<file path="src/rtl/rsp_pkg.sv">
/*
 * Shared constants and types for the alarm-interrupt and serial-pin block.
 * Assumes one 250 MHz core clock and a synchronous active-high reset.
 */
package rsp_pkg;
	// Core clock and derived counts
	localparam int CLK_PERIOD_NS = 4;
	localparam int CLK_HZ = 1000000000 / CLK_PERIOD_NS;
	localparam int SQW_HZ = 32768;
	// Half period of the square wave, rounded down to whole cycles
	localparam int SQW_HALF_CYC = CLK_HZ / (2 * SQW_HZ);
	localparam int SQW_CNT_W = 12;

	// Synchroniser bit positions
	localparam int SYNC_W = 5;
	localparam int SY_CE = 0;
	localparam int SY_SCLK = 1;
	localparam int SY_SDI = 2;
	localparam int SY_MODE = 3;
	localparam int SY_VLOW = 4;
	localparam logic [SYNC_W-1:0] SYNC_RST = 5'h00;

	// Address space and wrap points
	localparam int ADDR_W = 7;
	localparam logic [6:0] RTC_FIRST = 7'h00;
	localparam logic [6:0] RTC_LAST = 7'h1F;
	localparam logic [6:0] RAM_FIRST = 7'h20;
	localparam logic [6:0] RAM_LAST = 7'h7F;
	localparam logic [6:0] ADDR_RST = 7'h00;

	// Serial framing
	localparam int RW_BIT = 7;
	localparam logic RW_WRITE = 1'b1;
	localparam logic [2:0] BIT_LAST = 3'h7;
	localparam logic [2:0] BIT_RST = 3'h0;
	localparam logic [7:0] BYTE_RST = 8'h00;
	localparam logic MODE_3WIRE = 1'b0;

	// Output reset values
	localparam logic PF_N_RST = 1'b1;
	localparam logic DOUT_RST = 1'b1;

	typedef enum logic [1:0] {
		PH_ADDR = 2'b00,
		PH_WRITE = 2'b01,
		PH_READ = 2'b10
	} rsp_phase_t;

	typedef struct packed {
		logic route_both;
		logic b_is_sqw;
		logic en_a;
		logic en_b;
	} rsp_irq_cfg_t;

	typedef struct packed {
		logic flag_a;
		logic flag_b;
	} rsp_alarm_t;

	typedef struct packed {
		logic wr;
		logic rd;
		logic [6:0] addr;
		logic [7:0] wdata;
	} rsp_reg_req_t;
endpackage : rsp_pkg

</file>
<file path="src/rtl/rsp_pins.sv">
/*
 * Alarm interrupt pins, power-fail pin and serial slave port (SPI/3-wire).
 * Assumes alarm flags, enables and read data come from same-clock logic;
 * pins and the comparator level are asynchronous and are synchronised here.
 */
`timescale 1ns/10ps
module rsp_pins #(
	parameter int SQW_HALF = rsp_pkg::SQW_HALF_CYC
) (
	input wire logic clock,
	input wire logic srst,
	input wire rsp_pkg::rsp_irq_cfg_t irq_cfg,
	input wire rsp_pkg::rsp_alarm_t alarm,
	input wire logic vcc_below_pf,
	input wire logic serial_protocol_select,
	input wire logic chip_enable,
	input wire logic serial_clock,
	input wire logic serial_in_pin,
	input wire logic [7:0] reg_rdata,
	output logic alarm_irq_out_a,
	output logic alarm_irq_oe_a,
	output logic alarm_irq_out_b,
	output logic alarm_irq_oe_b,
	output logic power_fail_out_n,
	output logic serial_out_pin,
	output logic serial_out_oe,
	output logic xfer_start,
	output rsp_pkg::rsp_reg_req_t reg_req
);
	// Clock registers live below the RAM window
	function automatic logic access_ok(input logic [6:0] a, input logic low);
		access_ok = !(low && (a < rsp_pkg::RAM_FIRST));
	endfunction : access_ok

	// Burst pointer wraps within its own window
	function automatic logic [6:0] next_addr(input logic [6:0] a);
		if (a == rsp_pkg::RTC_LAST) begin
			next_addr = rsp_pkg::RTC_FIRST;
		end else if (a == rsp_pkg::RAM_LAST) begin
			next_addr = rsp_pkg::RAM_FIRST;
		end else begin
			next_addr = a + 7'h01;
		end
	endfunction : next_addr

	// Synchronised inputs
	logic [rsp_pkg::SYNC_W-1:0] pin_raw;
	logic [rsp_pkg::SYNC_W-1:0] pin_s;
	logic ce_s;
	logic sclk_s;
	logic sdi_s;
	logic vlow_s;
	logic mode_3w;

	assign pin_raw[rsp_pkg::SY_CE] = chip_enable;
	assign pin_raw[rsp_pkg::SY_SCLK] = serial_clock;
	assign pin_raw[rsp_pkg::SY_SDI] = serial_in_pin;
	assign pin_raw[rsp_pkg::SY_MODE] = serial_protocol_select;
	assign pin_raw[rsp_pkg::SY_VLOW] = vcc_below_pf;

	rsp_sync #(
		.W(rsp_pkg::SYNC_W)
	) u_sync (
		.clock(clock),
		.srst(srst),
		.d(pin_raw),
		.q(pin_s)
	);

	assign ce_s = pin_s[rsp_pkg::SY_CE];
	assign sclk_s = pin_s[rsp_pkg::SY_SCLK];
	assign sdi_s = pin_s[rsp_pkg::SY_SDI];
	assign vlow_s = pin_s[rsp_pkg::SY_VLOW];
	// Strap is static, so a plain synchronised level is enough
	assign mode_3w = (pin_s[rsp_pkg::SY_MODE] == rsp_pkg::MODE_3WIRE);

	// Square wave for the second pin's alternate role
	logic sqw_level;

	rsp_sqw #(
		.HALF_CYC(SQW_HALF)
	) u_sqw (
		.clock(clock),
		.srst(srst),
		.enable(irq_cfg.b_is_sqw),
		.level(sqw_level)
	);

	// Pin group: interrupts and power fail
	logic irq_oe_a_reg;
	logic irq_oe_a_next;
	logic irq_oe_b_reg;
	logic irq_oe_b_next;
	logic pf_n_reg;
	logic pf_n_next;
	logic od_low_reg;

	always_comb begin
		// No supply gating here: alarms act on either supply
		irq_oe_a_next = (alarm.flag_a && irq_cfg.en_a) ||
			(irq_cfg.route_both && alarm.flag_b && irq_cfg.en_b);
		if (irq_cfg.b_is_sqw) begin
			irq_oe_b_next = !sqw_level;
		end else begin
			irq_oe_b_next = alarm.flag_b && irq_cfg.en_b;
		end
		pf_n_next = !vlow_s;
	end

	always_ff @(posedge clock) begin
		if (srst) begin
			irq_oe_a_reg <= 1'b0;
			irq_oe_b_reg <= 1'b0;
			pf_n_reg <= rsp_pkg::PF_N_RST;
			od_low_reg <= 1'b0;
		end else begin
			irq_oe_a_reg <= irq_oe_a_next;
			irq_oe_b_reg <= irq_oe_b_next;
			pf_n_reg <= pf_n_next;
			od_low_reg <= 1'b0;
		end
	end

	// Open drain: data is always low, only the enable moves
	assign alarm_irq_out_a = od_low_reg;
	assign alarm_irq_out_b = od_low_reg;
	assign alarm_irq_oe_a = irq_oe_a_reg;
	assign alarm_irq_oe_b = irq_oe_b_reg;
	assign power_fail_out_n = pf_n_reg;

	// Serial group
	rsp_pkg::rsp_phase_t phase_reg;
	rsp_pkg::rsp_phase_t phase_next;
	logic sclk_d_reg;
	logic sclk_d_next;
	logic ce_d_reg;
	logic ce_d_next;
	logic [2:0] bit_reg;
	logic [2:0] bit_next;
	logic [7:0] rx_reg;
	logic [7:0] rx_next;
	logic [7:0] tx_reg;
	logic [7:0] tx_next;
	logic [6:0] addr_reg;
	logic [6:0] addr_next;
	logic [7:0] wdata_reg;
	logic [7:0] wdata_next;
	logic wr_reg;
	logic wr_next;
	logic rd_reg;
	logic rd_next;
	logic [1:0] fetch_reg;
	logic [1:0] fetch_next;
	logic blk_reg;
	logic blk_next;
	logic dout_reg;
	logic dout_next;
	logic oe_reg;
	logic oe_next;
	logic start_reg;
	logic start_next;
	logic wstep_reg;
	logic wstep_next;
	logic rise;
	logic fall;
	logic [6:0] fetch_addr;

	// Edges of the host clock, found by the core clock
	assign rise = sclk_s && !sclk_d_reg;
	assign fall = !sclk_s && sclk_d_reg;

	always_comb begin
		phase_next = phase_reg;
		sclk_d_next = sclk_s;
		ce_d_next = ce_s;
		bit_next = bit_reg;
		rx_next = rx_reg;
		tx_next = tx_reg;
		addr_next = addr_reg;
		wdata_next = wdata_reg;
		wr_next = 1'b0;
		rd_next = 1'b0;
		fetch_next = {fetch_reg[0], 1'b0};
		blk_next = blk_reg;
		dout_next = dout_reg;
		oe_next = oe_reg;
		start_next = ce_s && !ce_d_reg;
		fetch_addr = addr_reg;
		wstep_next = 1'b0;
		// Read data arrives one cycle after the read strobe
		if (fetch_reg[1]) begin
			tx_next = blk_reg ? rsp_pkg::BYTE_RST : reg_rdata;
		end
		// Late step keeps the write strobe paired with its own address
		if (wstep_reg) begin
			addr_next = next_addr(addr_reg);
		end
		if (!ce_s) begin
			// Dropping chip enable aborts the frame at once
			phase_next = rsp_pkg::PH_ADDR;
			bit_next = rsp_pkg::BIT_RST;
			oe_next = 1'b0;
			dout_next = rsp_pkg::DOUT_RST;
		end else begin
			if (rise) begin
				// 3-wire runs LSB first, SPI MSB first; one input pin either way
				if (mode_3w) begin
					rx_next = {sdi_s, rx_reg[7:1]};
				end else begin
					rx_next = {rx_reg[6:0], sdi_s};
				end
				bit_next = bit_reg + 3'h1;
				if (bit_reg == rsp_pkg::BIT_LAST) begin
					case (phase_reg)
						rsp_pkg::PH_ADDR: begin
							addr_next = rx_next[6:0];
							if (rx_next[rsp_pkg::RW_BIT] == rsp_pkg::RW_WRITE) begin
								phase_next = rsp_pkg::PH_WRITE;
							end else begin
								phase_next = rsp_pkg::PH_READ;
								fetch_addr = rx_next[6:0];
								rd_next = access_ok(fetch_addr, vlow_s);
								blk_next = !access_ok(fetch_addr, vlow_s);
								fetch_next[0] = 1'b1;
							end
						end
						rsp_pkg::PH_WRITE: begin
							wr_next = access_ok(addr_reg, vlow_s);
							wdata_next = rx_next;
							// Pointer steps on a cycle later, after the strobe
							wstep_next = 1'b1;
						end
						rsp_pkg::PH_READ: begin
							// Prefetch the next byte of a burst
							fetch_addr = next_addr(addr_reg);
							addr_next = fetch_addr;
							rd_next = access_ok(fetch_addr, vlow_s);
							blk_next = !access_ok(fetch_addr, vlow_s);
							fetch_next[0] = 1'b1;
						end
						default: begin
							phase_next = rsp_pkg::PH_ADDR;
						end
					endcase
				end
			end
			if (fall && (phase_reg == rsp_pkg::PH_READ)) begin
				// Output driven only while returning read data
				oe_next = 1'b1;
				if (mode_3w) begin
					dout_next = tx_reg[0];
					tx_next = {1'b0, tx_reg[7:1]};
				end else begin
					dout_next = tx_reg[7];
					tx_next = {tx_reg[6:0], 1'b0};
				end
			end
		end
	end

	always_ff @(posedge clock) begin
		if (srst) begin
			phase_reg <= rsp_pkg::PH_ADDR;
			sclk_d_reg <= 1'b0;
			ce_d_reg <= 1'b0;
			bit_reg <= rsp_pkg::BIT_RST;
			rx_reg <= rsp_pkg::BYTE_RST;
			tx_reg <= rsp_pkg::BYTE_RST;
			addr_reg <= rsp_pkg::ADDR_RST;
			wdata_reg <= rsp_pkg::BYTE_RST;
			wr_reg <= 1'b0;
			rd_reg <= 1'b0;
			fetch_reg <= 2'h0;
			blk_reg <= 1'b0;
			dout_reg <= rsp_pkg::DOUT_RST;
			oe_reg <= 1'b0;
			start_reg <= 1'b0;
			wstep_reg <= 1'b0;
		end else begin
			phase_reg <= phase_next;
			sclk_d_reg <= sclk_d_next;
			ce_d_reg <= ce_d_next;
			bit_reg <= bit_next;
			rx_reg <= rx_next;
			tx_reg <= tx_next;
			addr_reg <= addr_next;
			wdata_reg <= wdata_next;
			wr_reg <= wr_next;
			rd_reg <= rd_next;
			fetch_reg <= fetch_next;
			blk_reg <= blk_next;
			dout_reg <= dout_next;
			oe_reg <= oe_next;
			start_reg <= start_next;
			wstep_reg <= wstep_next;
		end
	end

	// Limitation: host clock half period must span at least four core cycles
	assign serial_out_pin = dout_reg;
	assign serial_out_oe = oe_reg;
	assign xfer_start = start_reg;
	assign reg_req.wr = wr_reg;
	assign reg_req.rd = rd_reg;
	assign reg_req.addr = addr_reg;
	assign reg_req.wdata = wdata_reg;
endmodule : rsp_pins

</file>
<file path="src/rtl/rsp_sync.sv">
/*
 * Two-flop synchroniser for a group of independent level inputs.
 * Assumes each bit is a slow level or a clock far below the core rate.
 */
`timescale 1ns/10ps
module rsp_sync #(
	parameter int W = 1
) (
	input wire logic clock,
	input wire logic srst,
	input wire logic [W-1:0] d,
	output logic [W-1:0] q
);
	logic [W-1:0] meta_reg;
	logic [W-1:0] meta_next;
	logic [W-1:0] q_next;

	always_comb begin
		meta_next = d;
		q_next = meta_reg;
	end

	// First stage feeds only the second stage
	always_ff @(posedge clock) begin
		if (srst) begin
			meta_reg <= '0;
			q <= '0;
		end else begin
			meta_reg <= meta_next;
			q <= q_next;
		end
	end
endmodule : rsp_sync

</file>
<file path="src/rtl/rsp_sqw.sv">
/*
 * Square-wave generator derived from the core clock by a divider.
 * Assumes the enable is a level from same-clock logic.
 */
`timescale 1ns/10ps
module rsp_sqw #(
	parameter int HALF_CYC = rsp_pkg::SQW_HALF_CYC
) (
	input wire logic clock,
	input wire logic srst,
	input wire logic enable,
	output logic level
);
	localparam int CNT_W = rsp_pkg::SQW_CNT_W;
	localparam logic [CNT_W-1:0] LAST = CNT_W'(HALF_CYC - 1);

	logic [rsp_pkg::SQW_CNT_W-1:0] cnt_reg;
	logic [rsp_pkg::SQW_CNT_W-1:0] cnt_next;
	logic level_reg;
	logic level_next;

	always_comb begin
		cnt_next = cnt_reg;
		level_next = level_reg;
		if (!enable) begin
			cnt_next = '0;
			level_next = 1'b1;
		end else if (cnt_reg == LAST) begin
			cnt_next = '0;
			level_next = ~level_reg;
		end else begin
			cnt_next = cnt_reg + 1'b1;
		end
	end

	always_ff @(posedge clock) begin
		if (srst) begin
			cnt_reg <= '0;
			level_reg <= 1'b1;
		end else begin
			cnt_reg <= cnt_next;
			level_reg <= level_next;
		end
	end

	assign level = level_reg;
endmodule : rsp_sqw

</file>
<file path="config.mk">
export PLATFORM = sky130hd
export DESIGN_NAME = rsp_pins
export DESIGN_NICKNAME = d
export VERILOG_FILES = /design/src/rtl/rsp_pkg.sv /design/src/rtl/rsp_pins.sv /design/src/rtl/rsp_sync.sv /design/src/rtl/rsp_sqw.sv
export SDC_FILE = /design/constraint.sdc
export NUM_CORES = 1
export LEC_CHECK = 0
export ABC_AREA = 0
export BUFFER_PORTS_ARGS = -buffer_cell sky130_fd_sc_hd__buf_4
export CORE_UTILIZATION = 51
export CTS_CLUSTER_SIZE = 8
export DETAILED_ROUTE_END_ITERATION = 10
export GPL_TIMING_DRIVEN = 0
export PLACE_DENSITY = 0.75
export SLEW_MARGIN = 20
export SYNTH_ARGS = -nofsm -noshare
export SYNTH_HDL_FRONTEND = slang
export SYNTH_SLANG_ARGS = --single-unit
</file>
<file path="constraint.sdc">
create_clock -name clock -period 1.45 [get_ports clock]
set_input_delay 0 -clock clock [delete_from_list [all_inputs] [get_ports clock]]
set_output_delay 0 -clock clock [all_outputs]
set_load 0.01 [all_outputs]
</file>
Word level (Yosys, flattened, before mapping) --
Cells that the tools add are included.
Cells by class: bitwise gates (word level) 7, order comparisons 3, eq/ne operators 7, reductions and logical operators 32, mux-type cells 30, add/subtract/negate cells 3
Operators with widths (count):
- $mux 7 | 10
- $mux 8 | 8
- $lt 7x6->1 const B | 3
- $pmux 7 s2 | 1
- $add 12x1->12 const B | 1
- $eq 12x12->1 const B | 1
- $logic_and 1x1->1 | 11
- $logic_not 1->1 | 8
- $add 7x1->7 const B | 1
- $eq 7x5->1 const B | 1
- $eq 7x7->1 const B | 1
- $not 1->1 | 7
- $mux 1 | 6
- $pmux 1 s2 | 3
- $reduce_or 2->1 | 3
- $reduce_and 5->1 | 1
- $reduce_or 5->1 | 1
- $pmux 2 s2 | 1
- $reduce_and 4->1 | 1
- $reduce_or 4->1 | 1
- $add 3x1->3 const B | 1
- $eq 3x3->1 const B | 1
- $reduce_and 3->1 | 1
- $reduce_or 3->1 | 1
- 8 further kinds | 8
Word-level totals: bits in registers 73, bits of input ports 21, word-level logic and storage cells 106

Depth between registers and ports, before layout --
Gate-level depths: netlist (run 1).
depth in word-level cells 11, gate-level depth with buffers 7

Cells and area by module --
From an unflattened synthesis (run 1), not the netlist that was laid out.
Unflattened totals: cells, all modules 367, area, all modules 3469.6 um^2
Modules (own cells, without submodules):
- rsp_pins | seq. area each 1001.0 um^2, cells an instance 284, area an instance 2585.0 um^2, times used 1
- rsp_sqw | seq. area each 260.2 um^2, cells an instance 63, area an instance 621.8 um^2, times used 1
- rsp_sync | seq. area each 200.2 um^2, cells an instance 20, area an instance 262.8 um^2, times used 1

Worst setup path after synthesis (run 1) --
OpenSTA, ideal clock, no wires.
path kind reg2reg, from reg addr_reg[0], to reg addr_reg[0], period minus slack after synthesis 1.679 ns, stages on the path, launching flop included 7, path buffers 1, library setup time 0.133 ns, path slack -0.229 ns, required time 1.317 ns, arrival time 1.546 ns, cell sequence dfxtp_1 -> ha_1 -> and3_2 -> clkbuf_1 -> nand3_1 -> a32oi_1 -> o22ai_1
On the way: cells in the longest elaborated chain, start to end 11
RTL lines:
- start: declaration | RTL line rsp_pins.sv:144 | logic [6:0] addr_reg;
- start signal: assignment | RTL line rsp_pins.sv:269 | addr_reg <= rsp_pkg::ADDR_RST;
- start signal: assignment | RTL line rsp_pins.sv:286 | addr_reg <= addr_next;
- $add 7x1->7 / $eq 7x7->1 (equally long branches) | RTL line rsp_pins.sv:42, rsp_pins.sv:39
- $mux 7 | RTL line rsp_pins.sv:39 | end else if (a == rsp_pkg::RAM_LAST) begin
- $mux 7 | RTL line rsp_pins.sv:37 | if (a == rsp_pkg::RTC_LAST) begin
- $mux 7 | RTL line rsp_pins.sv:214 | case (phase_reg)
- $mux 7 | RTL line rsp_pins.sv:213 | if (bit_reg == rsp_pkg::BIT_LAST) begin
- $mux 7 | RTL line rsp_pins.sv:205 | if (rise) begin
- $mux 7 | RTL line rsp_pins.sv:198 | if (!ce_s) begin
- $pmux 7 s2 | RTL line rsp_pins.sv:214
- $mux 7 | RTL line rsp_pins.sv:213
- $mux 7 | RTL line rsp_pins.sv:205
- $mux 7 * | RTL line rsp_pins.sv:198
Every way passes the cells marked *; elsewhere a longest branch is shown, timed or not. The select of a mux whose other input is x is not followed. A chain may end at the register's enable or synchronous reset.

Final worst setup path (run 1) --
from reg u_sync.q[3], to reg addr_reg[5]
On the way: cells in the longest elaborated chain, start to end 7
RTL lines:
- start: declaration | RTL line rsp_sync.sv:12 | output logic [W-1:0] q
- start signal: assignment | RTL line rsp_sync.sv:30 | q <= q_next;
- $mux 8 | RTL line rsp_pins.sv:207 | if (mode_3w) begin
- $mux 8 | RTL line rsp_pins.sv:205
- $mux 8 | RTL line rsp_pins.sv:198
- $pmux 7 s2 | RTL line rsp_pins.sv:214
- $mux 7 | RTL line rsp_pins.sv:213
- $mux 7 | RTL line rsp_pins.sv:205
- $mux 7 | RTL line rsp_pins.sv:198
Every way passes these cells. The select of a mux whose other input is x is not followed.

==> summary.md, run 1 <==
| Metric | Value |
|---|---|
| Status | complete, but fails checks |
| Failing checks | setup timing |
| Sequential-to-total area share from yosys stat | 44.3% |
| P_leak | 1.84 nW |
| CORE AREA | 6060 µm² |
| Max Used Layer | met4 |
| Post-synthesis cell type count | 52 |
| CTS Buf Count | 9 |
| Slew Limit Fails | 0 |
| Layout Nets | 495 |
| Type of the worst min-delay path | input pin to flop |
| Die Width | 82.4 µm |
| Int Pwr | 3.17 mW |
| Netlist Area Pre-Place | 3300 µm² |
| DP Area | 3760 µm² |
| Root Buffer | clkbuf_8 |
| Syn. warnings | 0 |
| Fin crit period | 1.60 ns |
| Layout Area Growth over Synthesis | 51.0% |
| Die Span Y | 82.4 µm |
| Hold Fails Final Rpt | 0 |
| Max clock buf depth | 2 |
| Ys flop type | dfxtp_1 |
| Unrepaired setup endpoints after global routing | true |
| Starting Density | 54.4% |
| Fmax achieved | 0.625 GHz |
| Hold Worst Slack | 0.0139 ns |
| Vias in the first global route | 2,766 |
| Crit. End Element | flop |
| Combinational power share | 6.4% |
| Most frequent cells in the layout | buf_4 (83), dfxtp_1 (58), nor2_1 (27), nor2b_1 (22) |
| Dpl hpwl | 5070 µm |
| Setup CP Type | flop to flop |
| Initial antenna violation count | 0 |
| Net Sw Frac | 22.8% |
| Die ar. | 6790 µm² |
| Synth Register Bits | 73 |
| Worst Path Max Fanout | 10 |
| Clock power share | 44.1% |
| CTS sink cnt | 73 |
| PwrDens | 825 nW/µm² |
| # setup viols final | 33 |
| Worst Max-Slew Pin Slew | 0.614 ns |
| Mapped Avg Cell Area | 9.19 µm² |
| First-pass GRT wire length | 13,200 µm |
| Number of flops mapped to enable cells by yosys | 0 |
| Placed Cells incl. Taps | 478 |
| IO buf count | 43 |
| DRT Wirelength | 10,200 µm |
| Layout cells sized above 1 | 45.9% |
| VDD IR max | 916 µV |
| Cell count after synthesis | 359 |
| DRC | 0 |
| Htree depth | 3 |
| Sw Pwr | 937 µW |
| Skew-Pair Late Insertion Delay | 0.35 ns |
| Sequential power share | 49.5% |
| Max_cap viols | 0 |
| Largest net degree at the start of global routing | 14 |
| Initial DRC Count | 223 |
| # diodes | 0 |
| Gp weighted congestion | 0.786 |
| Final WS setup | -0.150 ns |
| Final period util | 110% |
| Max reg flops | 12 |
| Post-synth ARST share | 0% |
| Layout Skew | 0.00844 ns |
| M1 wire length | 4030 µm |
| Worst R2R Setup Slack | -0.15 ns |
| CP Launch Type | flop |
| CP Data Required Time | 1.67 ns |
| Post-DRT Antenna Nets | 0 |
| CTS clk-pin slew, worst paths | 0.08 ns |
| Via density | 5.93 |
| Pre-antenna DRT Iters | 5 |
| Ports | 46 |
| Pwr Total | 4.11 mW |
| Crit path DAT | 1.82 ns |
| Met2 wire length | 5100 µm |
| Avg WL per Cell | 18.7 µm |
| # rows | 28 |
| Wire length on met3 | 647 µm |
| Via count | 3,239 |
| Non-filler cells, final | 546 |
| CTS tree | built |
| Finished layout cell area | 4980 µm² |
| Worst slew margin | 59.1% |
| Place WS | -0.392 ns |
| Total congestion overflow | 0 |
| Tot GR Track Use | 26.3% |
| Most common cell after layout, fill and taps aside | buf_4 |
-- layout make-up --
| type | instances | area, µm² |
|---|---|---|
| Multi-Input combinational cell | 251 | 2130 |
| Buffer | 21 | 188 |
| Tap cell | 75 | 93.8 |
| Sequential cell | 73 | 1500 |
| Clock inverter | 6 | 88.8 |
| Clock buffer | 10 | 138 |
| Fill cell | 350 | 1080 |
| Inverter | 12 | 53.8 |
| Timing Repair Buffer | 98 | 790 |
-- path summary, 6_finish.rpt --
kind | cells past startpoint | endpoint | start
hold / removal | 3 | tx_reg[3] | reg_rdata[3]
hold reg to reg | 1 | xfer_start | ce_d_reg
setup reg to reg | 5 | addr_reg[5] | u_sync.q[3]
setup / recovery | 5 | addr_reg[5] | u_sync.q[3]
-- synth_stat cells, types with 5 or more instances --
cell type | number | area, µm²
a211oi_1 | 30 | 225
a21oi_1 | 7 | 35.0
a22oi_1 | 6 | 45.0
buf_4 | 6 | 45.0
clkbuf_1 | 10 | 37.5
dfxtp_1 | 73 | 1460
ha_1 | 8 | 100
inv_1 | 12 | 45.0
mux2i_1 | 15 | 150
nand2_1 | 18 | 67.6
nand2b_1 | 5 | 31.3
nand3_1 | 10 | 50.1
nor2_1 | 46 | 173
nor2b_1 | 24 | 150
nor3_1 | 6 | 30.0
o21ai_0 | 5 | 25.0
o22ai_1 | 6 | 37.5
xnor2_1 | 13 | 114
xor2_1 | 5 | 43.8
-- cells by family after synthesis --
family                     Yosys count  share of synthesized area [%]
muxes                               17                           5.24
AOI/OAI and AO/OA                   73                           16.0
DFF                                 73                           44.3
adders and majority gates            8                           3.04
xor gates and xnor gates            18                           4.78
buffers and inverters               36                           5.84
other                                1                          0.114
and+or+nand+nor                    133                           20.7
-- worst max-delay path, stage by stage, from the launching register on --
cell and delay (ns):
dfxtp_1 0.32, buf_6 0.15, buf_6 0.19, mux2i_1 0.48, o32a_1 0.24, o31ai_1 0.08
-- timing repair --
action | CTS | global route
setup endpoints to repair | 43 | 40
setup buffers | 27 | 13
pin swaps | 29 | 24
hold buffers | 12 | 0
gates cloned | 2 | 1
gates resized for setup | 68 | 78
endpoints found under the hold margin | 10 | 0
-- metal layers --
| layer | vias up | GRT usage, % |
|---|---|---|
| li1 | 1486 | - |
| met1 | 1564 | 32.3 |
| met2 | 150 | 43.8 |
| met3 | 39 | 6.59 |
| met4 | 0 | 10.4 |
| met5 | - | 0 |
-- metrics by stage --
stage | setup TNS (ns) | util (%)
6_report | -1.64 | 82.2
5_1_grt | -3.07 | 82.2
3_5_place_dp | -6.47 | 62.1
3_3_place_gp | -5.28 | 62.1
4_1_cts | -1.40 | 75.7
2_1_floorplan | -0.491 | -
-- power by group through the flow --
stage          clock (mW)  combinational [mW]  sequential (mW)
5_1_grt              1.92               0.278             2.03
6_report             1.81               0.263             2.03
3_5_place_dp            0               0.173             2.08
4_1_cts              1.83               0.228             2.03
2_1_floorplan           0              0.0976             2.08
3_3_place_gp            0               0.170             2.08
No activity file was read; power rests on OpenSTA's default activity.
==> run 2, diff against run 1 <==
TNS_END_PERCENT = 50   (was unset)
==> summary.md, run 2 (synthesis results as in run 1) <==
| Metric | Value |
|---|---|
| Tot GR Track Use | 25.6% (-0.64 points) |
| Crit path DAT | 1.77 ns (-0.05 ns) |
| Root Buffer | clkbuf_8 |
| Pwr Total | 3.76 mW (-8.6%) |
| CP Launch Type | flop |
| WHS Path Cells | 4 (+1) |
| Setup CP Type | flop to flop |
| Slowest stage delay, CP | 0.54 ns (+0.06 ns) |
| Layout Area Growth over Synthesis | 40.6% |
| Crit. End Element | flop |
| Layout cells sized above 1 | 37.7% (-8.1 points) |
| HP Start | reg_rdata[7] |
| Vias in the first global route | 2,710 (-2.0%) |
| Worst r2r dst | u_sqw.cnt_reg[11] |
| Crit path cell chain | or4b_4 -> nor4_4 -> nand2b_4 -> buf_6 -> nor2_2 |
| CTS Buf Count | 9 (unchanged) |
| CTS clk-pin slew, worst paths | 0.07 ns (about the same) |
| Via density | 5.68 (-4.3%) |
| Max reg flops | 12 (unchanged) |
| IO buf count | 43 (unchanged) |
| # setup viols final | 27 (-18%) |
| Starting Density | 54.4% (unchanged) |
| Hold Fails Final Rpt | 0 (unchanged) |
| Post-DRT Antenna Nets | 0 (unchanged) |
| Type of the worst min-delay path | input pin to flop |
| CP Data Required Time | 1.69 ns (+0.02 ns) |
| Die Span Y | 82.4 µm (unchanged) |
| PwrDens | 810 nW/µm² (-1.8%) |
| # diodes | 0 (unchanged) |
| Max_cap viols | 0 (unchanged) |
| Critical path buffer and inverter count | 1 (-1) |
| Most common cell after layout, fill and taps aside | buf_4 |
| Slew Limit Fails | 0 (unchanged) |
| Failing checks | setup timing |
| Slowest cell on the critical path | or4b_4 |
| CTS sink cnt | 73 (unchanged) |
| Worst R2R Setup Slack | -0.08 ns (+0.07 ns) |
| R2R Path Start | u_sqw.cnt_reg[8] |
| Htree depth | 3 (unchanged) |
| Status | complete, but fails checks |
| Fin crit period | 1.53 ns (-0.0709 ns) |
| Largest net degree at the start of global routing | 12 (-2) |
| P_leak | 1.72 nW (-6.5%) |
| Layout Nets | 481 (-2.8%) |
| # rows | 28 (unchanged) |
| Unrepaired setup endpoints after global routing | true |
| First-pass GRT wire length | 12,800 µm (-3.3%) |
| DRC | 0 (unchanged) |
| CTS tree | built |
| Initial DRC Count | 200 (-10%) |
| VDD IR max | 611 µV (-33%) |
| Initial antenna violation count | 0 (unchanged) |
| CORE AREA | 6060 µm² (unchanged) |
| Pre-antenna DRT Iters | 5 (unchanged) |
| Die Width | 82.4 µm (unchanged) |
| Final period util | 105% (-4.9 points) |
| Worst Max-Slew Pin Slew | 0.512 ns (-0.102 ns) |
| Max clock buf depth | 2 (unchanged) |
| DRT Wirelength | 8600 µm (-16%) |
| Avg WL per Cell | 16.2 µm (-13%) |
| R2R cell count | 5 (unchanged) |
| Critical path launch point | u_sqw.cnt_reg[8] |
| Ports | 46 (unchanged) |
| Die ar. | 6790 µm² (unchanged) |
| Dpl hpwl | 5040 µm (-0.66%) |
| Fmax achieved | 0.654 GHz (+4.6%) |
| Final setup TNS | -1.36 ns (+0.282 ns) |
| Worst slew margin | 64.9% (+5.8 points) |
| Hold Worst Slack | 0.0103 ns (-0.00357 ns) |
| Place WS | -0.386 ns (+0.00552 ns) |
| Most frequent cells in the layout | buf_4 (75), dfxtp_1 (57), nor2_1 (38), nor2b_1 (22), a211oi_1 (21) |
| Worst Path Max Fanout | 5 (-5) |
| Layout Skew | 0.0121 ns (+0.00366 ns) |
| Critical path's top delay family | simple AND/OR/NAND/NOR gates |
| Via count | 3,016 (-6.9%) |
| Skew-Pair Late Insertion Delay | 0.35 ns (about the same) |
| Hold Crit Endpoint | tx_reg[7] |
| Final WS setup | -0.0789 ns (+0.0709 ns) |
| Gp weighted congestion | 0.789 (+0.43%) |
| Total congestion overflow | 0 (unchanged) |
run 2: timing repair:
| action | 4_1_cts | 5_1_grt |
|---|---|---|
| hold buffers | 11 | 0 |
| hold endpoints to repair | 9 | 0 |
| endpoints found under the setup margin | 43 | 40 |
| pin swaps | 18 | 12 |
| gates resized for setup | 68 | 27 |
| gates cloned | 1 | 1 |
| setup buffers | 19 | 7 |
run 2: layout make-up:
class	instances	area, µm²
multi-input cells	251	1940
flip-flops and latches	73	1490
fillers	406	1420
repair buffers	82	677
plain buffers	23	203
clock buffers	13	169
well taps	75	93.8
inverters	12	48.8
clock inverters	2	11.3
run 2: per-layer routing:
| metal | up-vias | routed length, µm | track usage [%] |
|---|---|---|---|
| li1 | 1443 | - | - |
| met1 | 1429 | 3600 | 31.9 |
| met2 | 116 | 4240 | 41.5 |
| met3 | 28 | 483 | 5.71 |
| met4 | 0 | 283 | 13.0 |
| met5 | - | 0 | 0 |
run 2: worst register-to-register path, delay by kind of cell (launching register included):
| kind | cells | cell delay, ns |
|---|---|---|
| AND/OR/NAND/NOR | 4 | 0.96 |
| flip-flops | 1 | 0.33 |
| buffers and inverters | 1 | 0.13 |
run 2: worst max-delay path by stage:
stage,cells after the start,endpoint
floorplan,5,u_sqw.cnt_reg[11]
CTS,5,u_sqw.cnt_reg[11]
global route,4,rd_reg
global placement,5,rd_reg
detailed placement,5,rd_reg
finish,5,u_sqw.cnt_reg[11]
run 2: metrics by stage:
stage	utilization, %	cells	area [µm²]
CTS	73.5	523	4450
detailed placement	62.0	478	3760
finish	76.5	531	4640
global route	76.5	531	4640
floorplan	-	360	3340
global placement	62.0	478	3760
run 2: report_power, final:
group | internal [mW] | switching [mW] | leakage, nW
clock | 0.752 | 0.732 | 0.0958
combinational | 0.130 | 0.108 | 1.03
sequential | 2.02 | 0.0177 | 0.601
